--- src/rtl/msd_pkg.sv ---
/*
  Shared constants, types and timing figures for the multichannel sound
  sequencer and its DMA supplier.
  Assumes a single 250 MHz clock (aclk) and synchronous active-low reset.
*/
package msd_pkg;

  // --------------------------------------------------------------
  // timing
  // --------------------------------------------------------------
  localparam int CLK_MHZ = 250;
  localparam int US_NS = 1000;
  localparam int CLK_PERIOD_NS = 4;
  localparam int CYC_PER_US = US_NS / CLK_PERIOD_NS;
  localparam int MIN_PERIOD_US = 3;

  // --------------------------------------------------------------
  // widths and structure
  // --------------------------------------------------------------
  localparam int FIFO_DEPTH = 4;
  localparam int WORD_W = 32;
  localparam int BYTES_PER_WORD = 4;
  localparam int NUM_POS = 8;
  localparam int POS_W = 3;
  localparam int PERIOD_W = 8;
  localparam int CODE_W = 7;

  // --------------------------------------------------------------
  // sample byte fields
  // --------------------------------------------------------------
  localparam int SIGN_BIT = 0;
  localparam int POINT_LSB = 1;
  localparam int CHORD_LSB = 5;
  localparam logic [7:0] SILENT_BYTE = 8'h00;

  // --------------------------------------------------------------
  // register offsets of the controller (AXI4-Lite, byte addresses)
  // --------------------------------------------------------------
  localparam logic [7:0] OFF_CTRL = 8'h00;
  localparam logic [7:0] OFF_PERIOD = 8'h04;
  localparam logic [7:0] OFF_STEREO = 8'h08;
  localparam logic [7:0] OFF_STATUS = 8'h0C;
  localparam logic [7:0] OFF_DATA = 8'h10;
  localparam logic [1:0] RESP_OKAY = 2'h0;
  localparam logic [1:0] RESP_SLVERR = 2'h2;

  // reset values
  localparam logic [1:0] CHMODE_RESET = 2'h3;
  localparam logic [PERIOD_W-1:0] PERIOD_RESET = 8'h0A;
  localparam logic [23:0] STEREO_RESET = 24'h924924;

  // channel modes: code n selects 2**n channels
  typedef enum logic [1:0] {
    MSD_CH1 = 2'b00,
    MSD_CH2 = 2'b01,
    MSD_CH4 = 2'b10,
    MSD_CH8 = 2'b11
  } msd_chmode_e;

endpackage

--- src/rtl/msd_if.sv ---
/*
  Link between the sound sequencer and its DMA supplier.
  Assumes both ends share aclk; active-low pins are modelled active high.
*/
`timescale 1ns/1ps
interface msd_if;
  logic sound_dma_request;
  logic sound_dma_ack;
  logic [31:0] sound_data;
  logic video_dma_request;
  logic video_dma_ack;

  modport device (
    output sound_dma_request,
    input sound_dma_ack,
    input sound_data,
    output video_dma_request,
    input video_dma_ack
  );
  modport supplier (
    input sound_dma_request,
    output sound_dma_ack,
    output sound_data,
    input video_dma_request,
    output video_dma_ack
  );
endinterface

--- src/rtl/msd_sequencer.sv ---
/*
  Sound sequencer end: word FIFO, byte latch, chord/point decode, sign
  steering, slot timing and stereo time split.
  Assumes the supplier holds data valid while it pulses sound_dma_ack.
*/
`timescale 1ns/1ps
module msd_sequencer (
  // clock and reset
  input wire logic aclk,
  input wire logic aresetn,
  // link to supplier
  msd_if.device link,
  // control
  input wire logic [1:0] chan_mode,
  input wire logic [msd_pkg::PERIOD_W-1:0] sample_period_register,
  input wire logic [3*msd_pkg::NUM_POS-1:0] stereo_pos,
  input wire logic video_request_in,
  // outputs
  output logic [msd_pkg::CODE_W-1:0] dac_code,
  output logic pair_plus,
  output logic pair_minus,
  output logic side_right,
  output logic mute,
  output logic [3:0] sound_digital_out,
  output logic [3:0] video_digital_out,
  output logic [2:0] cur_chan,
  output logic slot_pulse
);
  import msd_pkg::*;

  // ------------------------------------------------------------------
  // fifo
  // ------------------------------------------------------------------
  logic [WORD_W-1:0] fifo_mem [FIFO_DEPTH];
  logic [1:0] wr_ptr;
  logic [1:0] rd_ptr;
  logic [2:0] fifo_cnt;
  logic [1:0] byte_idx;
  logic ack_q;
  logic vack_q;
  logic vreq;
  wire ack_rise = link.sound_dma_ack & ~ack_q;
  wire fifo_full = (fifo_cnt == 3'(FIFO_DEPTH));
  wire fifo_empty = (fifo_cnt == 3'h0);

  // ------------------------------------------------------------------
  // slot timing
  // ------------------------------------------------------------------
  logic [7:0] us_cnt;
  logic [PERIOD_W-1:0] per_cnt;
  logic [15:0] slot_cyc;
  logic [15:0] slot_len;
  logic [7:0] latch;
  logic latch_valid;
  logic [2:0] seq_cnt;
  wire us_tick = (us_cnt == 8'(CYC_PER_US - 1));
  wire [PERIOD_W-1:0] eff_period = (sample_period_register < PERIOD_W'(MIN_PERIOD_US)) ?
    PERIOD_W'(MIN_PERIOD_US) : sample_period_register;
  // >= so a period cut below the running count ends the slot at the next microsecond tick
  wire slot_end = us_tick && (per_cnt >= eff_period - PERIOD_W'(1));
  wire take_byte = slot_end;
  wire pop_word = take_byte && !fifo_empty && (byte_idx == 2'h3);
  wire push = ack_rise && !fifo_full;
  wire [WORD_W-1:0] head = fifo_mem[rd_ptr];
  wire [7:0] next_byte = fifo_empty ? SILENT_BYTE : head[8*byte_idx +: 8];

  // channel index masked by mode; code n gives 2**n channels
  wire [2:0] chan_mask = (chan_mode == MSD_CH8) ? 3'h7 :
                         (chan_mode == MSD_CH4) ? 3'h3 :
                         (chan_mode == MSD_CH2) ? 3'h1 : 3'h0;
  wire [2:0] pos = stereo_pos[3*seq_cnt +: 3];
  // left portion of the unmuted three quarters shrinks as pos grows
  wire [15:0] quarter = 16'(eff_period) * 16'(CYC_PER_US / 4);
  wire [15:0] live = slot_len - quarter;
  wire [18:0] left_len = ({3'h0, live} * 19'(7 - int'(pos))) >> 3;
  // mute follows the byte actually latched, not the fifo of the moment
  wire in_mute = (slot_cyc < quarter) || !latch_valid;
  wire on_right = ({3'h0, slot_cyc} >= {3'h0, quarter} + left_len);

  always_ff @(posedge aclk) begin
    if (!aresetn) begin
      wr_ptr <= 2'h0;
      rd_ptr <= 2'h0;
      fifo_cnt <= 3'h0;
      byte_idx <= 2'h0;
      ack_q <= 1'b0;
      vack_q <= 1'b0;
      vreq <= 1'b0;
    end else begin
      ack_q <= link.sound_dma_ack;
      vack_q <= link.video_dma_ack;
      if (push) begin
        fifo_mem[wr_ptr] <= link.sound_data;
        wr_ptr <= wr_ptr + 2'h1;
      end
      if (pop_word)
        rd_ptr <= rd_ptr + 2'h1;
      fifo_cnt <= fifo_cnt + 3'(push) - 3'(pop_word);
      if (take_byte && !fifo_empty)
        byte_idx <= byte_idx + 2'h1;
      // video request: same clear-on-ack unless another pending
      if (link.video_dma_ack && !vack_q)
        vreq <= video_request_in;
      else if (video_request_in)
        vreq <= 1'b1;
    end
  end

  // request drops for each ack cycle and returns only while room remains after the word in flight
  assign link.sound_dma_request = ~fifo_full && !(ack_rise && fifo_cnt == 3'(FIFO_DEPTH - 1))
    && !link.sound_dma_ack;
  assign link.video_dma_request = vreq;

  always_ff @(posedge aclk) begin
    if (!aresetn) begin
      us_cnt <= 8'h0;
      per_cnt <= '0;
      slot_cyc <= '0;
      slot_len <= '0;
      latch <= SILENT_BYTE;
      latch_valid <= 1'b0;
      seq_cnt <= 3'h0;
    end else begin
      us_cnt <= us_tick ? 8'h0 : us_cnt + 8'h1;
      if (us_tick)
        per_cnt <= slot_end ? '0 : per_cnt + PERIOD_W'(1);
      slot_cyc <= slot_end ? '0 : slot_cyc + 16'h1;
      if (slot_end) begin
        slot_len <= slot_cyc + 16'h1;
        latch <= next_byte;
        latch_valid <= !fifo_empty;
        seq_cnt <= (seq_cnt + 3'h1) & chan_mask;
      end
    end
  end

  // ------------------------------------------------------------------
  // outputs; decode chord and point into a 7-bit code
  // ------------------------------------------------------------------
  wire [2:0] chord = latch[CHORD_LSB +: 3];
  wire [3:0] point = latch[POINT_LSB +: 4];
  wire sign = latch[SIGN_BIT];
  logic [3:0] video_pipe;

  always_ff @(posedge aclk) begin
    if (!aresetn) begin
      dac_code <= '0;
      pair_plus <= 1'b0;
      pair_minus <= 1'b0;
      side_right <= 1'b0;
      mute <= 1'b1;
      sound_digital_out <= 4'h0;
      video_pipe <= 4'h0;
      video_digital_out <= 4'h0;
      cur_chan <= 3'h0;
      slot_pulse <= 1'b0;
    end else begin
      dac_code <= {chord, point};
      mute <= in_mute;
      side_right <= on_right;
      pair_plus <= !in_mute && !sign;
      pair_minus <= !in_mute && sign;
      sound_digital_out <= in_mute ? 4'h0 : {on_right, sign, chord[2:1]};
      video_pipe <= in_mute ? 4'h0 : {on_right, sign, chord[2:1]};
      video_digital_out <= video_pipe;
      cur_chan <= seq_cnt;
      slot_pulse <= slot_end;
    end
  end
endmodule // msd_sequencer

--- src/flat_wrapper.sv ---
// flat-port wrapper written by rule: the top's interface ports become plain ports
module msd_sequencer_flat import msd_pkg::*;
  (aclk, aresetn, chan_mode, sample_period_register, stereo_pos, video_request_in, dac_code, pair_plus, pair_minus, side_right, mute, sound_digital_out, video_digital_out, cur_chan, slot_pulse, link_sound_dma_request, link_sound_dma_ack, link_sound_data, link_video_dma_request, link_video_dma_ack);
  msd_if link_i ();
  input wire logic aclk;
  input wire logic aresetn;
  input wire logic [1:0] chan_mode;
  input wire logic [msd_pkg::PERIOD_W-1:0] sample_period_register;
  input wire logic [3*msd_pkg::NUM_POS-1:0] stereo_pos;
  input wire logic video_request_in;
  output logic [msd_pkg::CODE_W-1:0] dac_code;
  output logic pair_plus;
  output logic pair_minus;
  output logic side_right;
  output logic mute;
  output logic [3:0] sound_digital_out;
  output logic [3:0] video_digital_out;
  output logic [2:0] cur_chan;
  output logic slot_pulse;
  output wire logic [$bits(link_i.sound_dma_request)-1:0] link_sound_dma_request;
  input wire logic [$bits(link_i.sound_dma_ack)-1:0] link_sound_dma_ack;
  input wire logic [$bits(link_i.sound_data)-1:0] link_sound_data;
  output wire logic [$bits(link_i.video_dma_request)-1:0] link_video_dma_request;
  input wire logic [$bits(link_i.video_dma_ack)-1:0] link_video_dma_ack;
  assign link_sound_dma_request = link_i.sound_dma_request;
  assign link_i.sound_dma_ack = link_sound_dma_ack;
  assign link_i.sound_data = link_sound_data;
  assign link_video_dma_request = link_i.video_dma_request;
  assign link_i.video_dma_ack = link_video_dma_ack;
  msd_sequencer u_core (.aclk(aclk), .aresetn(aresetn), .link(link_i), .chan_mode(chan_mode), .sample_period_register(sample_period_register), .stereo_pos(stereo_pos), .video_request_in(video_request_in), .dac_code(dac_code), .pair_plus(pair_plus), .pair_minus(pair_minus), .side_right(side_right), .mute(mute), .sound_digital_out(sound_digital_out), .video_digital_out(video_digital_out), .cur_chan(cur_chan), .slot_pulse(slot_pulse));
endmodule
--- config.mk ---
export PLATFORM = sky130hd
export DESIGN_NAME = msd_sequencer_flat
export DESIGN_NICKNAME = d
export VERILOG_FILES = /design/src/rtl/msd_pkg.sv /design/src/rtl/msd_if.sv /design/src/rtl/msd_sequencer.sv /design/src/flat_wrapper.sv
export SDC_FILE = /design/constraint.sdc
export NUM_CORES = 1
export LEC_CHECK = 0
export ABC_AREA = 1
export BUFFER_PORTS_ARGS = -buffer_cell sky130_fd_sc_hd__buf_2
export CAP_MARGIN = 20
export CORE_ASPECT_RATIO = 1.25
export CORE_MARGIN = 5
export CORE_UTILIZATION = 56
export DETAILED_ROUTE_END_ITERATION = 6
export PLACE_DENSITY_LB_ADDON = 0.1
export SYNTH_ARGS = -nofsm -noshare
export SYNTH_HDL_FRONTEND = slang
export SYNTH_SLANG_ARGS = --single-unit
--- constraint.sdc ---
create_clock -name aclk -period 10.3 [get_ports aclk]
set_input_delay 1.03 -clock aclk [delete_from_list [all_inputs] [get_ports aclk]]
set_output_delay 1.03 -clock aclk [all_outputs]
set_load 0.01 [all_outputs]
==> key figures <==
Synthesis
  – Avg Synthesized Cell Area: 8.705 sq um
  – Synth cell types: 47
  – Synth Register Bits: ~230
  – Synth Warn #: 0
  – Post-synthesis cell area: around 15000 sq um
  – Synth Net Count: between 1500 and 2000
  – Sequential element share of the synthesized area: just under 40%
  – Gate Count Post-Synth: 1678

Placement
  – Placed Instances: 2229
  – Pre-CTS WS: -0.6747 ns
  – Placer Congestion: 0.9122
  – DP HPWL: 26.31 mm
  – Area after DPL: 16570 sq um
  – Port Buffers: 95

Min path
  – Hold path endpoint: u_core.dac_code[4]
  – Hold crit path type: flop to flop
  – Hold Crit Start: u_core.latch[5]
  – Hold depth: 2

STA
  – Slew HR: between 20% and 30%
  – Clock Skews: 0.009596 ns
  – Tcrit/Tclk final: 96.74%
  – # setup viols final: 0
  – Worst Tran Pin Value: approximately 1.1 ns
  – F_max: between 0.1 and 0.15 GHz
  – Final WS setup: about 0.34 ns
  – Fin. max-slew vios: 0
  – Final Hold Vio Count: 0
  – Setup TNS: 0 ns
  – Tmin final: ~10 ns

Critical path
  – Element type at the critical path start: input pin
  – Cell at the slowest stage of the critical path: fa_1
  – Worst Path Required: between 10 and 15 ns
  – Flop2flop setup slack: between 2 and 3 ns
  – WS Path Type: input pin to flop
  – CP endpoint kind: flop
  – RR Endpoint: u_core.side_right
  – Worst r2r src: u_core.seq_cnt[0]
  – Largest fanout on the critical path: 5
  – CP arrival: between 10 and 15 ns
  – CP max stage delay: 0.56 ns
  – Cells on worst reg2reg path: 40

Clock network
  – Worst-Skew Late Latency: 0.49 ns
  – TritonCTS clock tree: yes
  – CTS buffer count: 21
  – H-tree depth: 1
  – Clk root buf: clkbuf_16
  – Hold_buf cts: 0
  – CTS Buffer Depth: 3
  – Sink Count: 225
  – Clock-pin slew on the worst setup and hold paths: 0.06 ns

Global routing
  – GR Util met1: 27.01%
  – Largest net degree at the start of global routing: 99
  – Vias in the first global route: 11884
  – First-pass GRT wire length: between 50 and 60 mm
  – Met3 Track Usage GR: between 2 and 2.5%
  – Top Usage Layer GRT: met2
  – Met2 track demand over resource: a little over two fifths
  – Initial antenna violation count: 1
  – Gr ovfl total: 0
  – Total GRT Usage: 23.27%

Die
  – Starting density of the core: 56.51%
  – Die ar.: 29430 sq um
  – # rows: 66
  – Width of the die: about 150 um
  – Core Area: 25850 sq um
  – Die height: about 190 um
  – I/O pin cnt: 96

Cells and area
  – Layout cells sized above 1: approximately a quarter
  – Non-filler cells, final: 2283
  – P&R area growth vs syn: 24.68%
  – # nets final: 2205
  – Fin area: between 15000 and 20000 sq um

Detailed routing
  – Overall routed net length: around 35 mm
  – Drt wl/cell: around 16 um
  – Drt pass-1 iters: 7
  – Total vias in the final route: 12042
  – Initial DRC count: between 400 and 500
  – DR vias/cell: around 5.3
  – Routed Antenna Nets: 0
  – Drc violations: 0

Job
  – Max cap viols: 0

Run status
  – Status: complete, no violations
[metal layers]
layer / wire length (um) / up-vias
met5: 0 / -
met4: 1365 / 0
met3: 1331 / 66
met2: 18630 / 250
met1: 14150 / 5643
li1: - / 6083
[worst max-delay path, delay by kind of cell]
| kind | cells | cell delay, ns |
|---|---|---|
| buffers and inverters | 14 | 1.05 |
| XOR/XNOR | 2 | 0.35 |
| AND/OR/NAND/NOR | 29 | 3.12 |
| AO/OA/AOI/OAI | 3 | 0.46 |
| adder cells (fa/ha/maj) | 14 | 4.41 |
[placed cells by master (no fill, tap or decap), types with 39 or more instances in the layout]
cell and n:
a21oi_1 71, o21ai_0 97, buf_2 95, nand2_1 258
ha_4 39, ha_1 137, inv_1 250, nor2_1 139
dfxtp_1 95, buf_4 171, nand3_1 72, edfxtp_1 128
[flip-flops by register name (all words and copies together) (netlist names), 3 cells and up, named ones only]
register / cells
u_core.fifo_mem: 128
u_core.slot_cyc: 16
u_core.per_cnt: 8
u_core.fifo_cnt: 3
u_core.slot_len: 16
u_core.video_digital_out: 4
u_core.seq_cnt: 3
u_core.dac_code: 7
u_core.cur_chan: 3
u_core.sound_digital_out: 4
u_core.us_cnt: 8
u_core.latch: 8
[what timing repair did]
item,CTS,global route
gates resized for setup,10,134
pin swaps,8,69
setup endpoints to repair,2,2
buffers inserted,4,11
[cells by family after synthesis]
kind of cell | Yosys count | share of synthesized area (%)
flops | 225 | 39.61
mux | 30 | 2.056
fa+ha+maj | 206 | 19.14
simple gates | 598 | 17.96
xor+xnor | 57 | 3.418
buf+inv | 308 | 8.018
compound gates | 254 | 9.800
[area by class of cell]
type	count	area [sq um]
clock inverters	14	155.1
well taps	340	425.4
fillers	2043	7636
repair buffers	269	1809
inverters	266	1005
clock buffers	23	533.0
multi-input cells	1145	8491
diodes	1	2.502
flip-flops and latches	225	5791
[worst max path at each step]
stage / from / endpoint / slack (ns) / cells after the start
after floorplan: sample_period_register[6] / u_core.side_right / 0.03 / 57
after global placement: sample_period_register[6] / u_core.side_right / -0.53 / 61
after detailed placement: sample_period_register[6] / u_core.sound_digital_out[3] / -0.67 / 61
after CTS: sample_period_register[7] / u_core.sound_digital_out[3] / 0.007 / 61
after global routing: sample_period_register[7] / u_core.side_right / -0.11 / 65
final: sample_period_register[7] / u_core.side_right / 0.34 / 62
[metrics by stage]
step | hold slack (ns) | utilization (%)
after global placement | 0.4012 | 64.13
after detailed placement | 0.4060 | 64.13
after CTS | 0.4243 | 67.10
after global routing | 0.4468 | 70.46
final | 0.4245 | 70.46
after floorplan | 0.3925 | -
[synth_stat cells, drive strengths merged]
| library cell | number | area, sq um |
|---|---|---|
| a211oi | 3 | 22.52 |
| a21boi | 2 | 15.01 |
| a21oi | 83 | 422.9 |
| a22oi | 2 | 15.01 |
| a31o | 2 | 17.52 |
| a31oi | 8 | 50.05 |
| and2 | 1 | 6.260 |
| and3 | 1 | 6.260 |
| buf | 14 | 67.57 |
| clkbuf | 28 | 105.1 |
| clkinv | 1 | 3.750 |
| dfxtp | 97 | 1942 |
| edfxtp | 128 | 3844 |
| fa | 29 | 580.6 |
| ha | 177 | 2215 |
| inv | 265 | 994.7 |
| mux2i | 30 | 300.3 |
| nand2 | 293 | 1145 |
| nand3 | 87 | 445.4 |
| nand3b | 2 | 15.01 |
| nand4 | 19 | 125.1 |
| nor2 | 162 | 641.9 |
| nor3 | 14 | 70.07 |
| nor3b | 8 | 70.06 |
| nor4 | 3 | 48.80 |
| o2111ai | 2 | 17.52 |
| o211ai | 21 | 157.7 |
| o21ai | 103 | 515.5 |
| o21bai | 6 | 45.04 |
| o22ai | 16 | 100.1 |
| o32ai | 6 | 52.55 |
| or2 | 8 | 50.05 |
| xnor2 | 21 | 183.9 |
| xor2 | 36 | 315.3 |
Power is not shown: default switching activity piles up to over one toggle a cycle in this logic, so the estimate is an artifact.
